--- src/core/tmh_pkg.sv ---
package tmh_pkg;

   // ----------------------------------------
   // register map
   // ----------------------------------------
   localparam logic [11:0] ADDR_CONTROL = 12'h03c;
   localparam logic [11:0] ADDR_CMP_A = 12'h034;
   localparam logic [11:0] ADDR_COUNT = 12'h030;
   localparam logic [11:0] ADDR_INT_ENABLE = 12'h200;
   localparam logic [11:0] ADDR_INT_STATUS = 12'h204;
   localparam logic [11:0] ADDR_INT_CLEAR = 12'h208;
   localparam logic [11:0] ADDR_INT_SET = 12'h20c;

   // ----------------------------------------
   // control fields
   // ----------------------------------------
   localparam int EN_POS = 0;
   localparam int CLK_LSB = 1;
   localparam int FN_LSB = 6;
   localparam int IE0_POS = 9;
   localparam int IE1_POS = 10;
   localparam int CLR_POS = 11;
   localparam int POL_POS = 12;
   localparam int PE_POS = 13;
   localparam int CONV_POS = 15;
   localparam int LINK_POS = 31;
   localparam logic [31:0] CONTROL_MASK = 32'h8000_bfff;
   localparam logic [31:0] CONTROL_RESET = 32'h0000_0000;
   localparam logic [15:0] INT_RESET = 16'h0000;

   // status bit of this half: A3 compare0 / compare1
   localparam int EVT0_BIT = 6;
   localparam int EVT1_BIT = 14;

   // clock select codes
   localparam logic [4:0] CLK_PIN = 5'h00;
   localparam logic [4:0] CLK_LAST = 5'h10;
   localparam int NUM_SRC = 17;

   // bus-clock / 4 divider
   localparam logic [1:0] HCLK_DIV = 2'h3;
   localparam logic [4:0] CLK_HCLK4 = 5'h0f;

   typedef enum logic [2:0] {
      FN_ONCE = 3'h0,
      FN_PERIODIC = 3'h1,
      FN_PULSE_ONCE = 3'h2,
      FN_PULSE_REPEAT = 3'h3,
      FN_FREE = 3'h4
   } tmh_fn_t;

   typedef enum logic [2:0] {
      ST_IDLE = 3'b001,
      ST_RUN = 3'b010,
      ST_STOP = 3'b100
   } tmh_state_t;

   typedef struct packed {
      logic [31:0] control;
      logic [31:0] cmp;
      logic [15:0] count;
      logic [15:0] timer_interrupt_enable;
      logic [15:0] status;
      tmh_state_t state;
      logic tout;
      logic src_prev;
      logic [1:0] hdiv;
      logic pin_o;
      logic irq;
      logic bvalid;
      logic rvalid;
      logic [1:0] bresp;
      logic [1:0] rresp;
      logic [31:0] rdata;
      logic have_aw;
      logic have_w;
      logic [11:0] awaddr;
      logic [31:0] wdata;
   } tmh_state_s_t;

endpackage : tmh_pkg

--- src/core/tmh_timer.sv ---
`timescale 1ns/1ps
`default_nettype none
module tmh_timer (
   input wire logic aclk, // clock
   input wire logic aresetn, // sync reset, low
   input wire logic timer_output_pin_in, // pin level, code zero source
   input wire logic [tmh_pkg::NUM_SRC-1:0] clk_src, // source levels by code
   input wire logic [15:0] upper_count, // other half count, used when linked
   input wire logic [11:0] s_axi_awaddr, // write address
   input wire logic s_axi_awvalid, // write address valid
   output logic s_axi_awready, // write address ready
   input wire logic [31:0] s_axi_wdata, // write data
   input wire logic [3:0] s_axi_wstrb, // byte enables
   input wire logic s_axi_wvalid, // write data valid
   output logic s_axi_wready, // write data ready
   output logic [1:0] s_axi_bresp, // write response
   output logic s_axi_bvalid, // write response valid
   input wire logic s_axi_bready, // write response ready
   input wire logic [11:0] s_axi_araddr, // read address
   input wire logic s_axi_arvalid, // read address valid
   output logic s_axi_arready, // read address ready
   output logic [31:0] s_axi_rdata, // read data
   output logic [1:0] s_axi_rresp, // read response
   output logic s_axi_rvalid, // read valid
   input wire logic s_axi_rready, // read ready
   output logic timer_output_pin, // timer output pin
   output logic timer_irq // module interrupt
);

   tmh_pkg::tmh_state_s_t r, n;
   logic src_sel, tick, hit0, hit1, en, link, wr_go, rd_go;
   logic [15:0] cmp0, cmp1, ev, clr, set;
   logic [31:0] wmask, rd;
   logic [4:0] csel;
   logic [tmh_pkg::NUM_SRC-1:0] src;

   // ----------------------------------------
   // clock source
   // ----------------------------------------
   // the bus-clock /4 source comes from our own divider, not the input
   genvar gi;
   generate
      for (gi = 0; gi < tmh_pkg::NUM_SRC; gi++) begin : g_src
         if (gi == 0) begin : g_pin
            assign src[gi] = timer_output_pin_in;
         end else if (gi == 15) begin : g_hclk
            assign src[gi] = r.hdiv[1];
         end else begin : g_ext
            assign src[gi] = clk_src[gi];
         end
      end
   endgenerate

   assign csel = r.control[tmh_pkg::CLK_LSB +: 5];
   assign src_sel = (csel <= tmh_pkg::CLK_LAST) ? src[csel] : 1'b0;
   assign tick = src_sel & ~r.src_prev;
   assign en = r.control[tmh_pkg::EN_POS] | r.control[tmh_pkg::CONV_POS];
   assign link = r.control[tmh_pkg::LINK_POS];
   assign cmp0 = r.cmp[15:0];
   assign cmp1 = r.cmp[31:16];
   // linked mode: a compare needs the low half to match and upper_count to be zero; upper half counts carries outside
   assign hit0 = (r.count == cmp0) && (!link || upper_count == 16'h0000);
   assign hit1 = (r.count == cmp1) && (!link || upper_count == 16'h0000);

   // ----------------------------------------
   // bus decode
   // ----------------------------------------
   assign wr_go = r.have_aw && r.have_w && !r.bvalid;
   assign rd_go = s_axi_arvalid && !r.rvalid;
   assign wmask = {{8{s_axi_wstrb[3]}}, {8{s_axi_wstrb[2]}},
                   {8{s_axi_wstrb[1]}}, {8{s_axi_wstrb[0]}}};

   always_comb begin
      rd = 32'h0000_0000;
      unique case (s_axi_araddr)
         tmh_pkg::ADDR_CONTROL: rd = r.control;
         tmh_pkg::ADDR_CMP_A: rd = r.cmp;
         tmh_pkg::ADDR_COUNT: rd = {16'h0000, r.count};
         tmh_pkg::ADDR_INT_ENABLE: rd = {16'h0000, r.timer_interrupt_enable};
         tmh_pkg::ADDR_INT_STATUS: rd = {16'h0000, r.status};
         default: rd = 32'h0000_0000;
      endcase
   end

   // ----------------------------------------
   // next state
   // ----------------------------------------
   always_comb begin
      n = r;
      ev = 16'h0000;
      clr = 16'h0000;
      set = 16'h0000;
      n.src_prev = src_sel;
      n.hdiv = r.hdiv + 2'h1;

      // counter and functions
      if (r.control[tmh_pkg::CLR_POS]) begin
         n.count = 16'h0000;
         n.state = tmh_pkg::ST_IDLE;
         n.tout = 1'b0;
      end else if (!en) begin
         n.state = tmh_pkg::ST_IDLE;
      end else if (tick && r.state != tmh_pkg::ST_STOP) begin
         n.state = tmh_pkg::ST_RUN;
         n.count = r.count + 16'h0001;
         if (r.control[tmh_pkg::FN_LSB +: 3] != 3'(tmh_pkg::FN_PERIODIC))
            n.tout = r.tout;
         else
            n.tout = 1'b0;
         unique case (r.control[tmh_pkg::FN_LSB +: 3])
            3'(tmh_pkg::FN_ONCE): begin
               if (hit0) begin
                  n.tout = ~r.tout;
                  n.count = r.count;
                  n.state = tmh_pkg::ST_STOP;
               end
            end
            3'(tmh_pkg::FN_PERIODIC): begin
               if (hit0) begin
                  n.tout = 1'b1;
                  n.count = 16'h0000;
               end
            end
            3'(tmh_pkg::FN_PULSE_ONCE), 3'(tmh_pkg::FN_PULSE_REPEAT): begin
               if (hit0)
                  n.tout = 1'b1;
               if (hit1) begin
                  n.tout = 1'b0;
                  if (r.control[tmh_pkg::FN_LSB]) begin
                     n.count = 16'h0000;
                  end else begin
                     n.count = r.count;
                     n.state = tmh_pkg::ST_STOP;
                  end
               end
            end
            default: ;
         endcase
         ev[tmh_pkg::EVT0_BIT] = hit0 & r.control[tmh_pkg::IE0_POS];
         ev[tmh_pkg::EVT1_BIT] = hit1 & r.control[tmh_pkg::IE1_POS];
      end

      // write channel capture
      if (s_axi_awvalid && !r.have_aw) begin
         n.have_aw = 1'b1;
         n.awaddr = s_axi_awaddr;
      end
      if (s_axi_wvalid && !r.have_w) begin
         n.have_w = 1'b1;
         n.wdata = s_axi_wdata & wmask;
      end
      if (wr_go) begin
         n.have_aw = 1'b0;
         n.have_w = 1'b0;
         n.bvalid = 1'b1;
         n.bresp = 2'b00;
         unique case (r.awaddr)
            tmh_pkg::ADDR_CONTROL:
               n.control = r.wdata & tmh_pkg::CONTROL_MASK;
            tmh_pkg::ADDR_CMP_A: n.cmp = r.wdata;
            tmh_pkg::ADDR_INT_ENABLE: n.timer_interrupt_enable = r.wdata[15:0];
            tmh_pkg::ADDR_INT_STATUS: set = r.wdata[15:0];
            tmh_pkg::ADDR_INT_CLEAR: clr = r.wdata[15:0];
            tmh_pkg::ADDR_INT_SET: set = r.wdata[15:0];
            tmh_pkg::ADDR_COUNT: ;
            default: n.bresp = 2'b10;
         endcase
      end
      if (r.bvalid && s_axi_bready)
         n.bvalid = 1'b0;

      // read channel
      if (rd_go) begin
         n.rvalid = 1'b1;
         n.rdata = rd;
         n.rresp = (s_axi_araddr == tmh_pkg::ADDR_CONTROL
                    || s_axi_araddr == tmh_pkg::ADDR_CMP_A
                    || s_axi_araddr == tmh_pkg::ADDR_COUNT
                    || s_axi_araddr[11:4] == 8'h20) ? 2'b00 : 2'b10;
      end else if (r.rvalid && s_axi_rready) begin
         n.rvalid = 1'b0;
      end

      // events win over a simultaneous clear
      n.status = (r.status & ~clr) | ev | set;
      n.irq = |(n.status & r.timer_interrupt_enable);
      n.pin_o = r.control[tmh_pkg::PE_POS]
                ? (n.tout ^ r.control[tmh_pkg::POL_POS])
                : r.control[tmh_pkg::POL_POS];
   end

   always_ff @(posedge aclk) begin
      if (!aresetn) begin
         r <= '0;
         r.control <= tmh_pkg::CONTROL_RESET;
         r.status <= tmh_pkg::INT_RESET;
         r.timer_interrupt_enable <= tmh_pkg::INT_RESET;
         r.state <= tmh_pkg::ST_IDLE;
      end else begin
         r <= n;
      end
   end

   // ----------------------------------------
   // outputs
   // ----------------------------------------
   assign s_axi_awready = !r.have_aw;
   assign s_axi_wready = !r.have_w;
   assign s_axi_bvalid = r.bvalid;
   assign s_axi_bresp = r.bresp;
   assign s_axi_arready = !r.rvalid;
   assign s_axi_rvalid = r.rvalid;
   assign s_axi_rdata = r.rdata;
   assign s_axi_rresp = r.rresp;
   assign timer_output_pin = r.pin_o;
   assign timer_irq = r.irq;

endmodule : tmh_timer
`default_nettype wire

--- config.mk ---
export PLATFORM = sky130hd
export DESIGN_NAME = tmh_timer
export DESIGN_NICKNAME = d
export VERILOG_FILES = /design/src/core/tmh_pkg.sv /design/src/core/tmh_timer.sv
export SDC_FILE = /design/constraint.sdc
export NUM_CORES = 1
export LEC_CHECK = 0
export ABC_AREA = 1
export BUFFER_PORTS_ARGS = -buffer_cell sky130_fd_sc_hd__clkbuf_2
export CORE_ASPECT_RATIO = 1.4
export CORE_MARGIN = 2
export CORE_UTILIZATION = 40
export DETAILED_ROUTE_END_ITERATION = 8
export PLACE_DENSITY = 0.71
export SYNTH_ARGS = -nofsm -noshare
export SYNTH_HDL_FRONTEND = slang
export SYNTH_SLANG_ARGS = --single-unit
export TNS_END_PERCENT = 30
--- constraint.sdc ---
create_clock -name aclk -period 2.05 [get_ports aclk]
set_clock_uncertainty 0.05 [all_clocks]
set_input_delay 0.41 -clock aclk [delete_from_list [all_inputs] [get_ports aclk]]
set_output_delay 0.41 -clock aclk [all_outputs]
set_load 0.02 [all_outputs]
==> qor.yml <==
crit_buf_inv: 2
drive_gt1_frac: 0.227
nets: 1558
first_pass_iters: 7
worstPathCellList: "inv_1 -> nand2_1 -> nand3_1 -> nor2_1 -> nand2_1 -> nor2_4 -> nand3_1 -> nand2_1 -> nand3_1 -> nand2_1 -> nand3_1 -> nand2_1 -> inv_1 -> nor2_1"
dieHeight_um: 186
final_util: 0.485
grt_pass1_vias: 8487
grt_pass1_wl_um: 42100
holdWs_ns: 0.118
end_kind: "flip-flop"
met1_usage: 0.240
leakage_nw: 4.75
yosysUniqueCellTypes: 48
vias_per_cell: 5.21
max_freq_mhz: 511
synth_largest_area_cell: "dfxtp_1"
holdCritPathClass: "input port to flip-flop"
final_cells: 1775
maxSlewViolCount: 0
htree_levels: 4
dp.cells: 1735
ir_drop_mv: 0.550
clk_path_buf_depth: 2
path_max_fanout: 5
start_kind: "flip-flop"
yosysSeqAreaShare: 0.397
post-synth-top-area-fraction: 0.397
vias: 9247
cp_slowest_cell: "dfxtp_1"
wire_per_inst_um: 15.2
die-area_sq_um: 24800
multi_input_area_sq_um: 4680
slew_headroom: 0.619
drc: 0
synth_common_cells: "269 x nand2_1, 187 x dfxtp_1, 133 x nor2_1, 120 x nand3_1, 116 x inv_1"
io_pins: 144
clk_pin_slew_worst_paths_ns: 0.07
cts_tree: "done"
max_stage_delay_ns: 0.41
post_synth.cell_area_avg_sq_um: 7.05
cts-buffers-inserted: 17
fill_cells: 2280
yosysMostFrequentCell: "nand2_1"
async_flop_share: 0
status: "complete, no violations"
syn_area_sq_um: 9420
synth_top_flop_cell: "dfxtp_1"
hold_violations: 0
grt_use_total: 0.213
grt_util_met3: 0.0340
antenna_cells: 0
cts_hold_buf: 0
setup_viol: 0
syn2layout_area_growth_pct: 19.6
crit_top_cell: "nand2_1"
drt-initial-drc-count: 668
grt_overflow: 0
synthTopCellsByArea: "dfxtp_1 40%, nand2_1 11%, nand3_1 6.4%"
regArea_sq_um: 3760
gp_congestion: 0.934
cp_top_family: "simple AND/OR/NAND/NOR gates"
coreArea_sq_um: 23200
finalInstanceArea_sq_um: 11300
start_util: 0.406
place_hpwl_um: 19700
arrival_ns: 2.25
finalWirelength_um: 26900
rsz0062_at_grt: "true"
ys_warn_count: 0
ant_nets: 0
dpl-instance-area_sq_um: 10500
grt_max_degree: 110
synth_cells: 1336
min_period_ns: 1.96
critPathRequiredTime_ns: 2.35
clock_latency_ns: 0.44
grt_busiest_layer: "met2"
ys_ff_latch: 187
clock_sinks: 187
maxCapViolCount: 0
die_w_um: 134
power-per-cell-area_nw_per_um2: 694
tightest_slew_ns: 0.572
rows: 66
antenna_found_initial: 0
critPathKind: "flip-flop to flip-flop"
period_share: 0.955
use_met2: 0.388
cts_root_buf: "clkbuf_16"
synth-edff-count: 0
portBuffers: 139
fin_tns_setup_ns: 0
## report_power, final
| part | total [W] | switching, W | internal, W |
|---|---|---|---|
| clock network | 0.00347 | 0.00141 | 0.00206 |
| logic | 0.000572 | 0.000351 | 0.000221 |
| registers | 0.00377 | 0.0000631 | 0.00371 |
## layer usage
metal | up-vias | part of all wire
met5 | - | 0
met2 | 286 | 0.51
met1 | 4269 | 0.40
li1 | 4628 | -
met3 | 64 | 0.048
met4 | 0 | 0.041
## flip-flops by register name, indices dropped and copies added, names as in the netlist
| register | flops |
|---|---|
| csel | 5 |
| s_axi_bvalid | 1 |
| s_axi_rdata | 32 |
| link | 1 |
| r | 111 |
| timer_output_pin | 1 |
| timer_irq | 1 |
| cmp0 | 16 |
| cmp1 | 16 |
| s_axi_bresp | 1 |
| s_axi_rresp | 1 |
| s_axi_rvalid | 1 |
## cell type report
type,instances,share of cell area
clock buffers,23,0.0433
clock inverters,9,0.0119
inverters,133,0.0444
multi-input cells,908,0.416
flip-flops and latches,187,0.334
well taps,306,0.0340
repair buffers,209,0.117
## worst paths after layout
check,startpoint,depth (start not counted),end,slack (ns)
worst max register to register,r[140],14,timer_output_pin,0.09
worst max-delay path,r[140],14,timer_output_pin,0.09
worst min-delay path,s_axi_bready,2,s_axi_bvalid,0.12
worst min register to register,r[86],1,r[86],0.38
## per-stage QoR
step | total power (W) | setup WS, ns
6_report | 0.00781 | 0.0922
5_1_grt | 0.00807 | -0.0414
4_1_cts | 0.00785 | 0.00793
3_5_place_dp | 0.00441 | -0.0282
3_3_place_gp | 0.00440 | 0.00217
2_1_floorplan | 0.00419 | 0.300
## what timing repair did
action / CTS / global route
cloned: 0 / 2
buffers inserted: 0 / 6
endpoints found under the setup margin: 4 / 20
gates resized for setup: 2 / 37
pin swaps: 0 / 8
## cells by family after synthesis
kind of cell | count (synthesis) | synth area share
xor gates and xnor gates | 29 | 0.0270
DFF | 187 | 0.397
AOI/OAI and AO/OA | 292 | 0.182
other | 1 | 0.000398
adders and majority gates | 1 | 0.00133
and+or+nand+nor | 583 | 0.275
buffers and inverters | 243 | 0.117
## layout by cell type, fill, tap and decap left out, types with 3 or more instances in the layout
cell type,instances
nand2_2,15
a21oi_2,11
nor2_1,131
nand3_1,118
a21oi_1,107
nand2_1,266
xor2_1,25
nor3_2,4
o21ai_1,13
nor3_1,11
xnor2_1,4
or2_2,4
nor3_4,3
buf_4,62
clkinv_2,3
clkbuf_2,139
a211oi_1,33
inv_2,16
o21ai_2,8
buf_12,6
nand4_1,7
nand3_4,4
dfxtp_2,11
clkinv_1,3
o22ai_1,32
clkbuf_8,4
o211ai_1,11
bufinv_16,3
o21ai_0,54
a31oi_1,15
clkbuf_16,18
nor2_4,5
dfxtp_1,175
nand3_2,3
nor2_2,5
inv_1,113
Note: power is estimated with default switching activity, not from simulation.
